<file path="src/vip_pkg.sv">
`default_nettype none
package vip_pkg;
  // ****************************************
  // geometry
  // ****************************************
  localparam int unsigned VIP_NUM_IRQ = 32;
  localparam int unsigned VIP_PRIO_W = 2;
  localparam int unsigned VIP_VEC_W = 9;
  localparam int unsigned VIP_MAX_NEST = 4;
  localparam logic [8:0] VIP_IRQ_BASE = 9'h010;
  localparam logic [8:0] VIP_EXC_NMI = 9'h002;
  localparam logic [8:0] VIP_EXC_HARD = 9'h003;
  // ****************************************
  // register select codes (no printed offsets)
  // ****************************************
  localparam logic [2:0] VIP_SEL_EN_SET = 3'h0;
  localparam logic [2:0] VIP_SEL_EN_CLR = 3'h1;
  localparam logic [2:0] VIP_SEL_PEND_SET = 3'h2;
  localparam logic [2:0] VIP_SEL_PEND_CLR = 3'h3;
  localparam logic [2:0] VIP_SEL_CTRL_STATE = 3'h4;
  // ****************************************
  // control/state field positions and resets
  // ****************************************
  localparam int unsigned VIP_ACT_LSB = 0;
  localparam int unsigned VIP_PEND_LSB = 12;
  localparam int unsigned VIP_ISRP_BIT = 22;
  localparam int unsigned VIP_GMASK_BIT = 0;
  localparam logic [31:0] VIP_EN_RST = 32'h0000_0000;
  localparam logic [31:0] VIP_PEND_RST = 32'h0000_0000;
  localparam logic [2:0] VIP_STACK_WORDS = 3'h7;
  // ****************************************
  // power modes and wake classes
  // ****************************************
  typedef enum logic [1:0] {VIP_PM_ACTIVE, VIP_PM_SLEEP, VIP_PM_DEEP, VIP_PM_HIB} vip_pmode_t;
  typedef enum logic [1:0] {VIP_WK_ALL, VIP_WK_DEEP, VIP_WK_NONE} vip_wclass_t;
  // register access
  typedef struct packed {
    logic wr;
    logic rd;
    logic [2:0] sel;
    logic [31:0] wdata;
  } vip_reg_req_t;
  // core exchange
  typedef struct packed {
    logic take;
    logic ret;
    logic nmi;
    logic hard;
    logic gmask;
    logic spsel;
    logic stack_ack;
  } vip_core_in_t;
endpackage : vip_pkg
`default_nettype wire
</file>
<file path="src/vip_ctrl.sv">
// Contract
// RULE1: 32 lines, disabled lines ignored
// RULE2: set-enable write-1 enables, reads enables
// RULE3: clear-enable write-1 disables, reads enables
// RULE4: 32-bit registers, bit n line n
// RULE5: enable registers touch peripheral lines only
// RULE6: global mask blocks configurable exceptions
// RULE7: priorities 0..3, 0 most urgent
// RULE8: four states; preempted handler stays active
// RULE9: re-request while active gives active-and-pending
// RULE10: active vector in [8:0], zero thread
// RULE11: pending vector in [20:12], zero none
// RULE12: bit 22 flags any peripheral pending; code flags only pendings on enabled lines
// RULE13: request pends; handler start makes active
// RULE14: set-pending write-1 pends, reads pending
// RULE15: clear-pending write-1 unpends, reads pending
// RULE16: repeated set-pending queues nothing extra
// RULE17: disabled line pends only once enabled; code pends it on a set-pending write and offers it only once enabled
// RULE18: pending registers touch peripheral lines only
// RULE19: entry pushes eight words in order
// RULE20: handler uses main stack; thread selects
// RULE21: wakeup on any allowed wakeup source
// RULE22: wake class depends on source group
// RULE23: equal priority, lowest number wins
// RULE24: equal priority no preempt; nest max four
// RULE25: enables and pendings reset to zero
`default_nettype none
module vip_ctrl
  import vip_pkg::*;
(
  // clock and reset
  input wire logic mclk,
  input wire logic arst_n,
  // register port
  input wire vip_pkg::vip_reg_req_t reg_req,
  output logic [31:0] reg_rdata,
  // peripheral requests and priorities
  input wire logic [31:0] irq_line,
  input wire logic [63:0] irq_prio,
  input wire vip_pkg::vip_wclass_t irq_class [32],
  // core side
  input wire vip_pkg::vip_core_in_t core_in,
  input wire vip_pkg::vip_pmode_t power_mode,
  output logic exc_req,
  output logic [8:0] exc_vector,
  output logic [8:0] active_vector_number,
  output logic stack_push,
  output logic [2:0] stack_slot,
  output logic use_main_stack,
  output logic wakeup
);
  import vip_pkg::*;

  typedef enum logic [1:0] {VIP_ST_IDLE, VIP_ST_PUSH} vip_seq_t;

  typedef struct packed {
    logic [31:0] en;
    logic [31:0] pend;
    logic [31:0] act;
    logic [31:0] sync1;
    logic [31:0] sync2;
    logic [31:0] sync3;
    logic [31:0] line_ff;
    logic [3:0][8:0] nest_vec;
    logic [3:0][2:0] nest_prio;
    logic [2:0] depth;
    logic [8:0] pvec;
    logic [31:0] rdata;
    logic req;
    logic [8:0] rvec;
    logic [8:0] avec;
    logic push;
    logic [2:0] slot;
    logic main_stack_pointer;
    logic wake;
    vip_seq_t seq;
  } vip_state_t;

  vip_state_t st_ff, nxt_st;

  // ****************************************
  // arbitration: lowest priority value, then lowest number
  // ****************************************
  logic [8:0] win_vec;
  logic [2:0] win_prio;
  logic win_any;
  logic [2:0] cur_prio;
  logic [31:0] eligible;
  logic [31:0] wake_src;

  always_comb begin
    eligible = st_ff.pend & st_ff.en; // RULE17
    win_any = 1'b0;
    win_vec = 9'h000;
    win_prio = 3'h7;
    // descending scan so that ties keep the lowest number
    for (int i = VIP_NUM_IRQ - 1; i >= 0; i--) begin
      if (eligible[i] && {1'b0, irq_prio[2*i +: 2]} <= win_prio) begin // RULE7 RULE23
        win_any = 1'b1;
        win_prio = {1'b0, irq_prio[2*i +: 2]};
        win_vec = VIP_IRQ_BASE + 9'(i);
      end
    end
    cur_prio = (st_ff.depth == 3'h0) ? 3'h4 : st_ff.nest_prio[st_ff.depth - 3'h1];
  end

  // wake sources by class and mode
  for (genvar g = 0; g < VIP_NUM_IRQ; g++) begin : g_wake
    // synchronised level only: the raw pin is in another domain
    assign wake_src[g] = st_ff.en[g] & st_ff.line_ff[g] & // RULE21
      ((power_mode == VIP_PM_SLEEP) ||
       (power_mode == VIP_PM_DEEP && irq_class[g] != VIP_WK_NONE) ||
       (power_mode == VIP_PM_HIB && irq_class[g] == VIP_WK_ALL)); // RULE22
  end

  // ****************************************
  // next state
  // ****************************************
  logic [31:0] rise;
  logic [31:0] line_now;
  logic [31:0] ret_mask;
  logic [8:0] top_vec;
  logic [4:0] take_idx;
  logic can_take;

  always_comb begin
    nxt_st = st_ff;
    nxt_st.sync1 = irq_line;
    nxt_st.sync2 = st_ff.sync1;
    nxt_st.sync3 = st_ff.sync2;
    // change counts once the two late stages agree
    line_now = st_ff.line_ff;
    for (int i = 0; i < VIP_NUM_IRQ; i++) begin
      if (st_ff.sync2[i] == st_ff.sync3[i]) begin
        line_now[i] = st_ff.sync3[i];
      end
    end
    nxt_st.line_ff = line_now;
    rise = line_now & ~st_ff.line_ff & st_ff.en; // RULE1
    top_vec = (st_ff.depth == 3'h0) ? 9'h000 : st_ff.nest_vec[st_ff.depth - 3'h1];
    ret_mask = 32'h0;
    take_idx = 5'(win_vec - VIP_IRQ_BASE);
    // strict compare: equal priority never preempts; nest capped
    can_take = win_any && !core_in.gmask && (win_prio < cur_prio) && // RULE6 RULE24
      (st_ff.depth < 3'(VIP_MAX_NEST)) && st_ff.seq == VIP_ST_IDLE;
    // return from handler pops the nest
    if (core_in.ret && st_ff.depth != 3'h0 && top_vec >= VIP_IRQ_BASE) begin
      ret_mask[5'(top_vec - VIP_IRQ_BASE)] = 1'b1;
    end
    if (core_in.ret && st_ff.depth != 3'h0) begin
      nxt_st.depth = st_ff.depth - 3'h1;
    end
    nxt_st.act = st_ff.act & ~ret_mask;
    // pending: software writes then hardware set wins over clear
    if (reg_req.wr && reg_req.sel == VIP_SEL_PEND_CLR) begin
      nxt_st.pend = st_ff.pend & ~reg_req.wdata; // RULE15 RULE18
    end
    if (reg_req.wr && reg_req.sel == VIP_SEL_PEND_SET) begin
      nxt_st.pend = st_ff.pend | reg_req.wdata; // RULE14 RULE16
    end
    nxt_st.pend = nxt_st.pend | rise; // RULE13 RULE9
    if (reg_req.wr && reg_req.sel == VIP_SEL_EN_SET) begin
      nxt_st.en = st_ff.en | reg_req.wdata; // RULE2 RULE5
    end
    if (reg_req.wr && reg_req.sel == VIP_SEL_EN_CLR) begin
      nxt_st.en = st_ff.en & ~reg_req.wdata; // RULE3
    end
    nxt_st.req = 1'b0;
    // fixed-priority system faults bypass the mask
    if (core_in.nmi || core_in.hard) begin
      nxt_st.req = st_ff.seq == VIP_ST_IDLE;
      nxt_st.rvec = core_in.nmi ? VIP_EXC_NMI : VIP_EXC_HARD;
    end else if (can_take) begin
      nxt_st.req = 1'b1;
      nxt_st.rvec = win_vec;
    end
    // core accepts the offered exception: pending to active
    if (core_in.take && st_ff.req && st_ff.seq == VIP_ST_IDLE) begin
      if (st_ff.rvec >= VIP_IRQ_BASE) begin
        // a set landing in the take cycle still wins
        nxt_st.pend[take_idx] = rise[take_idx] | // RULE13
          (reg_req.wr && reg_req.sel == VIP_SEL_PEND_SET && reg_req.wdata[take_idx]);
        nxt_st.act[take_idx] = 1'b1; // RULE8
        nxt_st.nest_prio[st_ff.depth] = win_prio;
      end else begin
        nxt_st.nest_prio[st_ff.depth] = 3'h0;
      end
      nxt_st.nest_vec[st_ff.depth] = st_ff.rvec;
      nxt_st.depth = st_ff.depth + 3'h1;
      nxt_st.req = 1'b0;
      nxt_st.seq = VIP_ST_PUSH;
      nxt_st.push = 1'b1;
      nxt_st.slot = 3'h0;
      // stack in use for this push comes from the current mode
      nxt_st.main_stack_pointer = (st_ff.depth != 3'h0) || !core_in.spsel; // RULE20
    end
    unique case (st_ff.seq)
      VIP_ST_IDLE: begin
        if (!(core_in.take && st_ff.req)) begin
          nxt_st.main_stack_pointer = (nxt_st.depth != 3'h0) || !core_in.spsel; // RULE20
        end
      end
      VIP_ST_PUSH: begin
        // eight words: status, return, link, r12, r3..r0
        if (core_in.stack_ack) begin
          if (st_ff.slot == VIP_STACK_WORDS) begin // RULE19
            nxt_st.push = 1'b0;
            nxt_st.seq = VIP_ST_IDLE;
            nxt_st.main_stack_pointer = 1'b1;
          end else begin
            nxt_st.slot = st_ff.slot + 3'h1;
          end
        end
      end
    endcase
    // highest-priority eligible pending vector, zero if none
    nxt_st.pvec = win_any ? win_vec : 9'h000; // RULE11
    // registered nest top keeps the active vector output glitch free
    nxt_st.avec = (nxt_st.depth == 3'h0) ? 9'h000 : // RULE10
      nxt_st.nest_vec[nxt_st.depth - 3'h1];
    nxt_st.wake = |wake_src; // RULE21
    unique case (reg_req.sel)
      VIP_SEL_EN_SET, VIP_SEL_EN_CLR: nxt_st.rdata = nxt_st.en; // RULE4
      VIP_SEL_PEND_SET, VIP_SEL_PEND_CLR: nxt_st.rdata = nxt_st.pend;
      VIP_SEL_CTRL_STATE: begin
        nxt_st.rdata = 32'h0;
        nxt_st.rdata[VIP_ACT_LSB +: VIP_VEC_W] = top_vec; // RULE10
        nxt_st.rdata[VIP_PEND_LSB +: VIP_VEC_W] = st_ff.pvec;
        nxt_st.rdata[VIP_ISRP_BIT] = |(st_ff.pend & st_ff.en); // RULE12
      end
      default: nxt_st.rdata = 32'h0;
    endcase
  end

  // ****************************************
  // state register
  // ****************************************
  always_ff @(posedge mclk or negedge arst_n) begin
    if (!arst_n) begin
      st_ff <= '0; // RULE25
    end else begin
      st_ff <= nxt_st;
    end
  end

  assign reg_rdata = st_ff.rdata;
  assign exc_req = st_ff.req;
  assign exc_vector = st_ff.rvec;
  assign active_vector_number = st_ff.avec;
  assign stack_push = st_ff.push;
  assign stack_slot = st_ff.slot;
  assign use_main_stack = st_ff.main_stack_pointer;
  assign wakeup = st_ff.wake;
endmodule : vip_ctrl
`default_nettype wire

</file>
<file path="config.mk">
export PLATFORM = sky130hd
export DESIGN_NAME = vip_ctrl
export DESIGN_NICKNAME = d
export VERILOG_FILES = /design/src/vip_pkg.sv /design/src/vip_ctrl.sv
export SDC_FILE = /design/constraint.sdc
export NUM_CORES = 1
export LEC_CHECK = 0
export ABC_AREA = 1
export BUFFER_PORTS_ARGS = -buffer_cell sky130_fd_sc_hd__buf_4
export CELL_PAD_IN_SITES_DETAIL_PLACEMENT = 1
export CELL_PAD_IN_SITES_GLOBAL_PLACEMENT = 2
export CORE_ASPECT_RATIO = 0.5
export CORE_MARGIN = 2
export CORE_UTILIZATION = 30
export DETAILED_ROUTE_END_ITERATION = 8
export PLACE_DENSITY_LB_ADDON = 0.1
export SLEW_MARGIN = 10
export SYNTH_ARGS = -nofsm -noshare
export SYNTH_HDL_FRONTEND = slang
export SYNTH_SLANG_ARGS = --single-unit
</file>
<file path="constraint.sdc">
create_clock -name mclk -period 26.6 [get_ports mclk]
set_clock_uncertainty 0.2 [all_clocks]
set_input_delay 0 -clock mclk [delete_from_list [all_inputs] [get_ports mclk]]
set_output_delay 0 -clock mclk [all_outputs]
set_load 0.05 [all_outputs]
</file>
==> results by group <==
Placed design
  – Placed cells: 3341
  – Placed wire-length estimate: 50680 µm
  – Weighted congestion at the end of routability-driven global placement: 0.8327
  – Number of input and output port buffers inserted: 260

Setup path
  – Most numerous cell on the critical path: sky130_fd_sc_hd__nand2_2
  – Critical register-to-register path endpoint: reg_rdata[9]
  – Internal reg-to-reg setup slack: -0.95 ns
  – Max Fanout on Critical Path: 8
  – Endpoint required time on the critical path: ~27 ns
  – Endpoint of the worst setup timing path: reg_rdata[9]
  – Critical Path End Type: flop
  – Startpoint type of the worst setup path: flop
  – Critical path class: reg2reg
  – Worst r2r path cells: 265
  – Worst r2r src: st_ff[310]
  – Arrival @ worst endpoint: 27.82 ns
  – Critical-path top delay cell: sky130_fd_sc_hd__dfrtp_1
  – Largest stage delay on the critical path: between 0.3 and 0.4 ns
  – Worst Setup SP: st_ff[310]

Yosys
  – Synth async-reset ratio: 100.0%
  – Number of enable flip-flop cells after synthesis: 0
  – Post-synthesis share of cell area spent on and, or, nand and nor gates: between 20 and 30%
  – Share of synthesized area occupied by flip-flops and latches: 42.81%
  – Post-synth top flop: sky130_fd_sc_hd__dfrtp_1
  – Share of cell area taken by muxes after synthesis: less than 1%
  – Number of unique standard cell types used by synthesis: 60
  – Average footprint of a synthesized cell: 7.802 µm²
  – Combined area of all synthesized cells: 17830 µm²
  – Synthesized-area fraction occupied by adder cells: between 4 and 5%
  – Syn Inst Count: 2285
  – Number of synthesis warnings: 0
  – Number of storage elements in the synthesis netlist: ~300
  – Main combinational cell family by area after synthesis: simple AND/OR/NAND/NOR gates
  – Post-synthesis compound-gate area fraction: 14.54%
  – Xor and xnor area share after synthesis: less than 1%

Layout
  – Final Non-Filler Cells: 3666
  – Filler instances: 7000
  – Synth-to-Final Area Change: 43.38%
  – Core Util, Final: 43.35%
  – Proportion of layout cells with a drive suffix above 1: roughly 33%
  – Leading cell types in the layout, fill and taps excluded: sky130_fd_sc_hd__buf_4 (510), sky130_fd_sc_hd__nand2_1 (370), sky130_fd_sc_hd__inv_1 (336)
  – Most frequent standard cell in the layout excluding fill and tap cells: sky130_fd_sc_hd__buf_4
  – Number of inserted diodes: 0
  – Nets@finish: 3115

Die
  – Die area: 61510 µm²
  – Number of I/O pins: 265
  – Cell Rows: 63
  – Area inside the core boundary: 58960 µm²
  – Width of the chip: 348.8 µm
  – Starting utilization of the core area: a little under a third
  – Height of the die: 176.4 µm

Power and ir drop
  – Power per unit of standard cell area: 146.4 nW/µm²
  – Worst vdd rail ir drop: between 0.09 and 0.1 mV
  – Leakage power: about 13 nW

GRT
  – Number of global-route vias before repair: around 19000
  – Total global routing overflow: 0
  – Maximum number of pins on one net before global-route repair: 110
  – First-pass GRT wire length: roughly 110000 µm
  – Global-route total usage across every layer: 22.74%
  – Initial antenna violation count: 1

Detailed routing
  – Final routed DRC violation total: 0
  – Number of antenna-violating nets in the routed design: 0
  – Drt first-iter violations: 846
  – Number of iterations in the first detailed-routing pass: 4
  – Overall routed net length: 71080 µm
  – Via count: ~18000
  – Number of vias per cell after detailed routing: 4.804
  – Detail-routed net length per standard cell: 19.39 µm

Clock network
  – Clock slew at reported path FFs: 0.06 ns
  – CTS Buf Count: 31
  – Clock root buffer: sky130_fd_sc_hd__clkbuf_16
  – Clk Latency, worst-skew pair: 0.61 ns
  – CTS tree: yes
  – Deepest clock path buffer count: 3
  – Number of sinks handled by clock tree synthesis: 305
  – CTS H-tree lvls: 1

Run status
  – Violations in the final reports: setup timing
  – Outcome: finished, violations left

Timing
  – Final hold violations: 0
  – Post-route clock period utilization: 103.6%
  – Setup repair after global routing missed its margin: true
  – Slew Viols, Final: 0
  – Final setup violation count: 71
  – Tightest Pin Transition: 1.200 ns
  – Highest clock frequency the design can meet: 36.30 MHz
  – Clock period minus worst slack: 27.55 ns
  – Final setup slack of the worst path: -0.9472 ns
  – Normalized max-slew margin: 19.84%

Flow run
  – Max-capacitance violation count: 0

Worst hold path
  – Hold-critical path depth: 6
  – Hold Startpoint: irq_prio[2]
  – Kind of path behind the tightest hold check: in2reg
-- cells in the mapped netlist (all sizes together) (3+ instances only) --
master | count | area (µm²)
a211oi | 13 | 97.59
a21oi | 77 | 400.4
a221oi | 14 | 122.6
a22o | 9 | 78.83
a22oi | 4 | 30.03
a311oi | 3 | 26.28
a31oi | 13 | 96.34
a32o | 3 | 30.03
and2 | 16 | 100.1
buf | 77 | 591.8
clkbuf | 39 | 150.1
clkinv | 11 | 41.29
dfrtp | 305 | 7632
ha | 43 | 538.0
inv | 370 | 1399
maj3 | 25 | 250.2
mux2i | 3 | 30.03
nand2 | 539 | 2325
nand3 | 202 | 1101
nand3b | 5 | 37.54
nand4 | 31 | 209.0
nor2 | 143 | 565.5
nor3 | 19 | 100.1
nor4 | 14 | 87.58
o211ai | 37 | 277.8
o21a | 32 | 240.2
o21ai | 205 | 1026
o21bai | 5 | 37.54
o22ai | 11 | 68.82
or2 | 4 | 25.02
-- per-stage QoR --
stage	cell area [µm²]	power, mW	setup TNS [ns]	hold WS (ns)	setup WS, ns
5_1_grt	25560	4.002	-242.19	0.02839	-3.054
6_report	25560	3.741	-58.11	0.005532	-0.9472
3_5_place_dp	21190	2.534	-155.77	-0.08968	-2.165
4_1_cts	24850	3.507	-33.71	0.05090	-0.6037
3_3_place_gp	21190	2.516	-32.72	-0.08929	-0.6720
2_1_floorplan	17980	1.814	-0.6784	-0.4956	-0.06821
-- repair_timing --
| action | CTS | global route |
|---|---|---|
| gates resized for setup | 149 | 123 |
| hold endpoints to repair | 265 | 0 |
| endpoints found under the setup margin | 89 | 89 |
| setup buffers | 109 | 34 |
| hold buffers | 125 | 0 |
| gates cloned | 3 | 0 |
| pin swaps | 145 | 135 |
-- how the worst min path moves through the flow --
stage	endpoint	slack, ns
floorplan	active_vector_number[0]	-0.50
global placement	nxt_st[197]	-0.09
detailed placement	nxt_st[186]	-0.09
CTS	st_ff[309]	0.05
global route	st_ff[80]	0.03
finish	st_ff[77]	0.006
-- report_power, final --
part,switching (mW),internal (mW)
clock,0.200,0.247
sequential,0.0367,0.530
combinational,1.53,1.19
total,1.77,1.97
-- flip-flops by register name (all words and copies together), names as in the netlist --
name / flops
st_ff: 187
nxt_st: 64
reg_rdata: 32
active_vector_number: 9
exc_vector: 6
stack_slot: 3
exc_req: 1
stack_push: 1
use_main_stack: 1
wakeup: 1
-- worst max-delay path, delay by kind of cell (launching register included) --
kind	cells	cell delay [ns]
AO/OA/AOI/OAI	65	5.62
AND/OR/NAND/NOR	128	9.65
buffers and inverters	42	3.02
flip-flops	1	0.37
adder cells (fa/ha/maj)	30	8.54
-- area by class of cell --
type                            instances  area (µm²)  share of cell area, %
Tap cell                              780       975.9                  3.818
Clock buffer                           41       863.3                  3.377
Inverter                              381        1454                  5.688
Sequential cell                       305        7632                  29.86
Clock inverter                         14       137.6                 0.5384
Timing Repair Buffer                  661        5483                  21.45
Multi-Input combinational cell       1484        9016                  35.27
-- per-layer routing --
layer / track usage [%] / wire (µm) / vias up
met1: 31.02 / 32850 / 8669
met3: 2.887 / 2617 / 88
met5: 0 / 0 / -
met4: 4.957 / 1643 / 0
met2: 38.61 / 33970 / 291
li1: - / - / 8563
-- logic make-up after synthesis --
logic type      Yosys count
mux                       4
compound gates          433
buf+inv                 500
simple gates            973
flops                   305
xor+xnor                  1
other cells               1
fa+ha+maj                68
No activity file was read; power rests on OpenSTA's default activity.
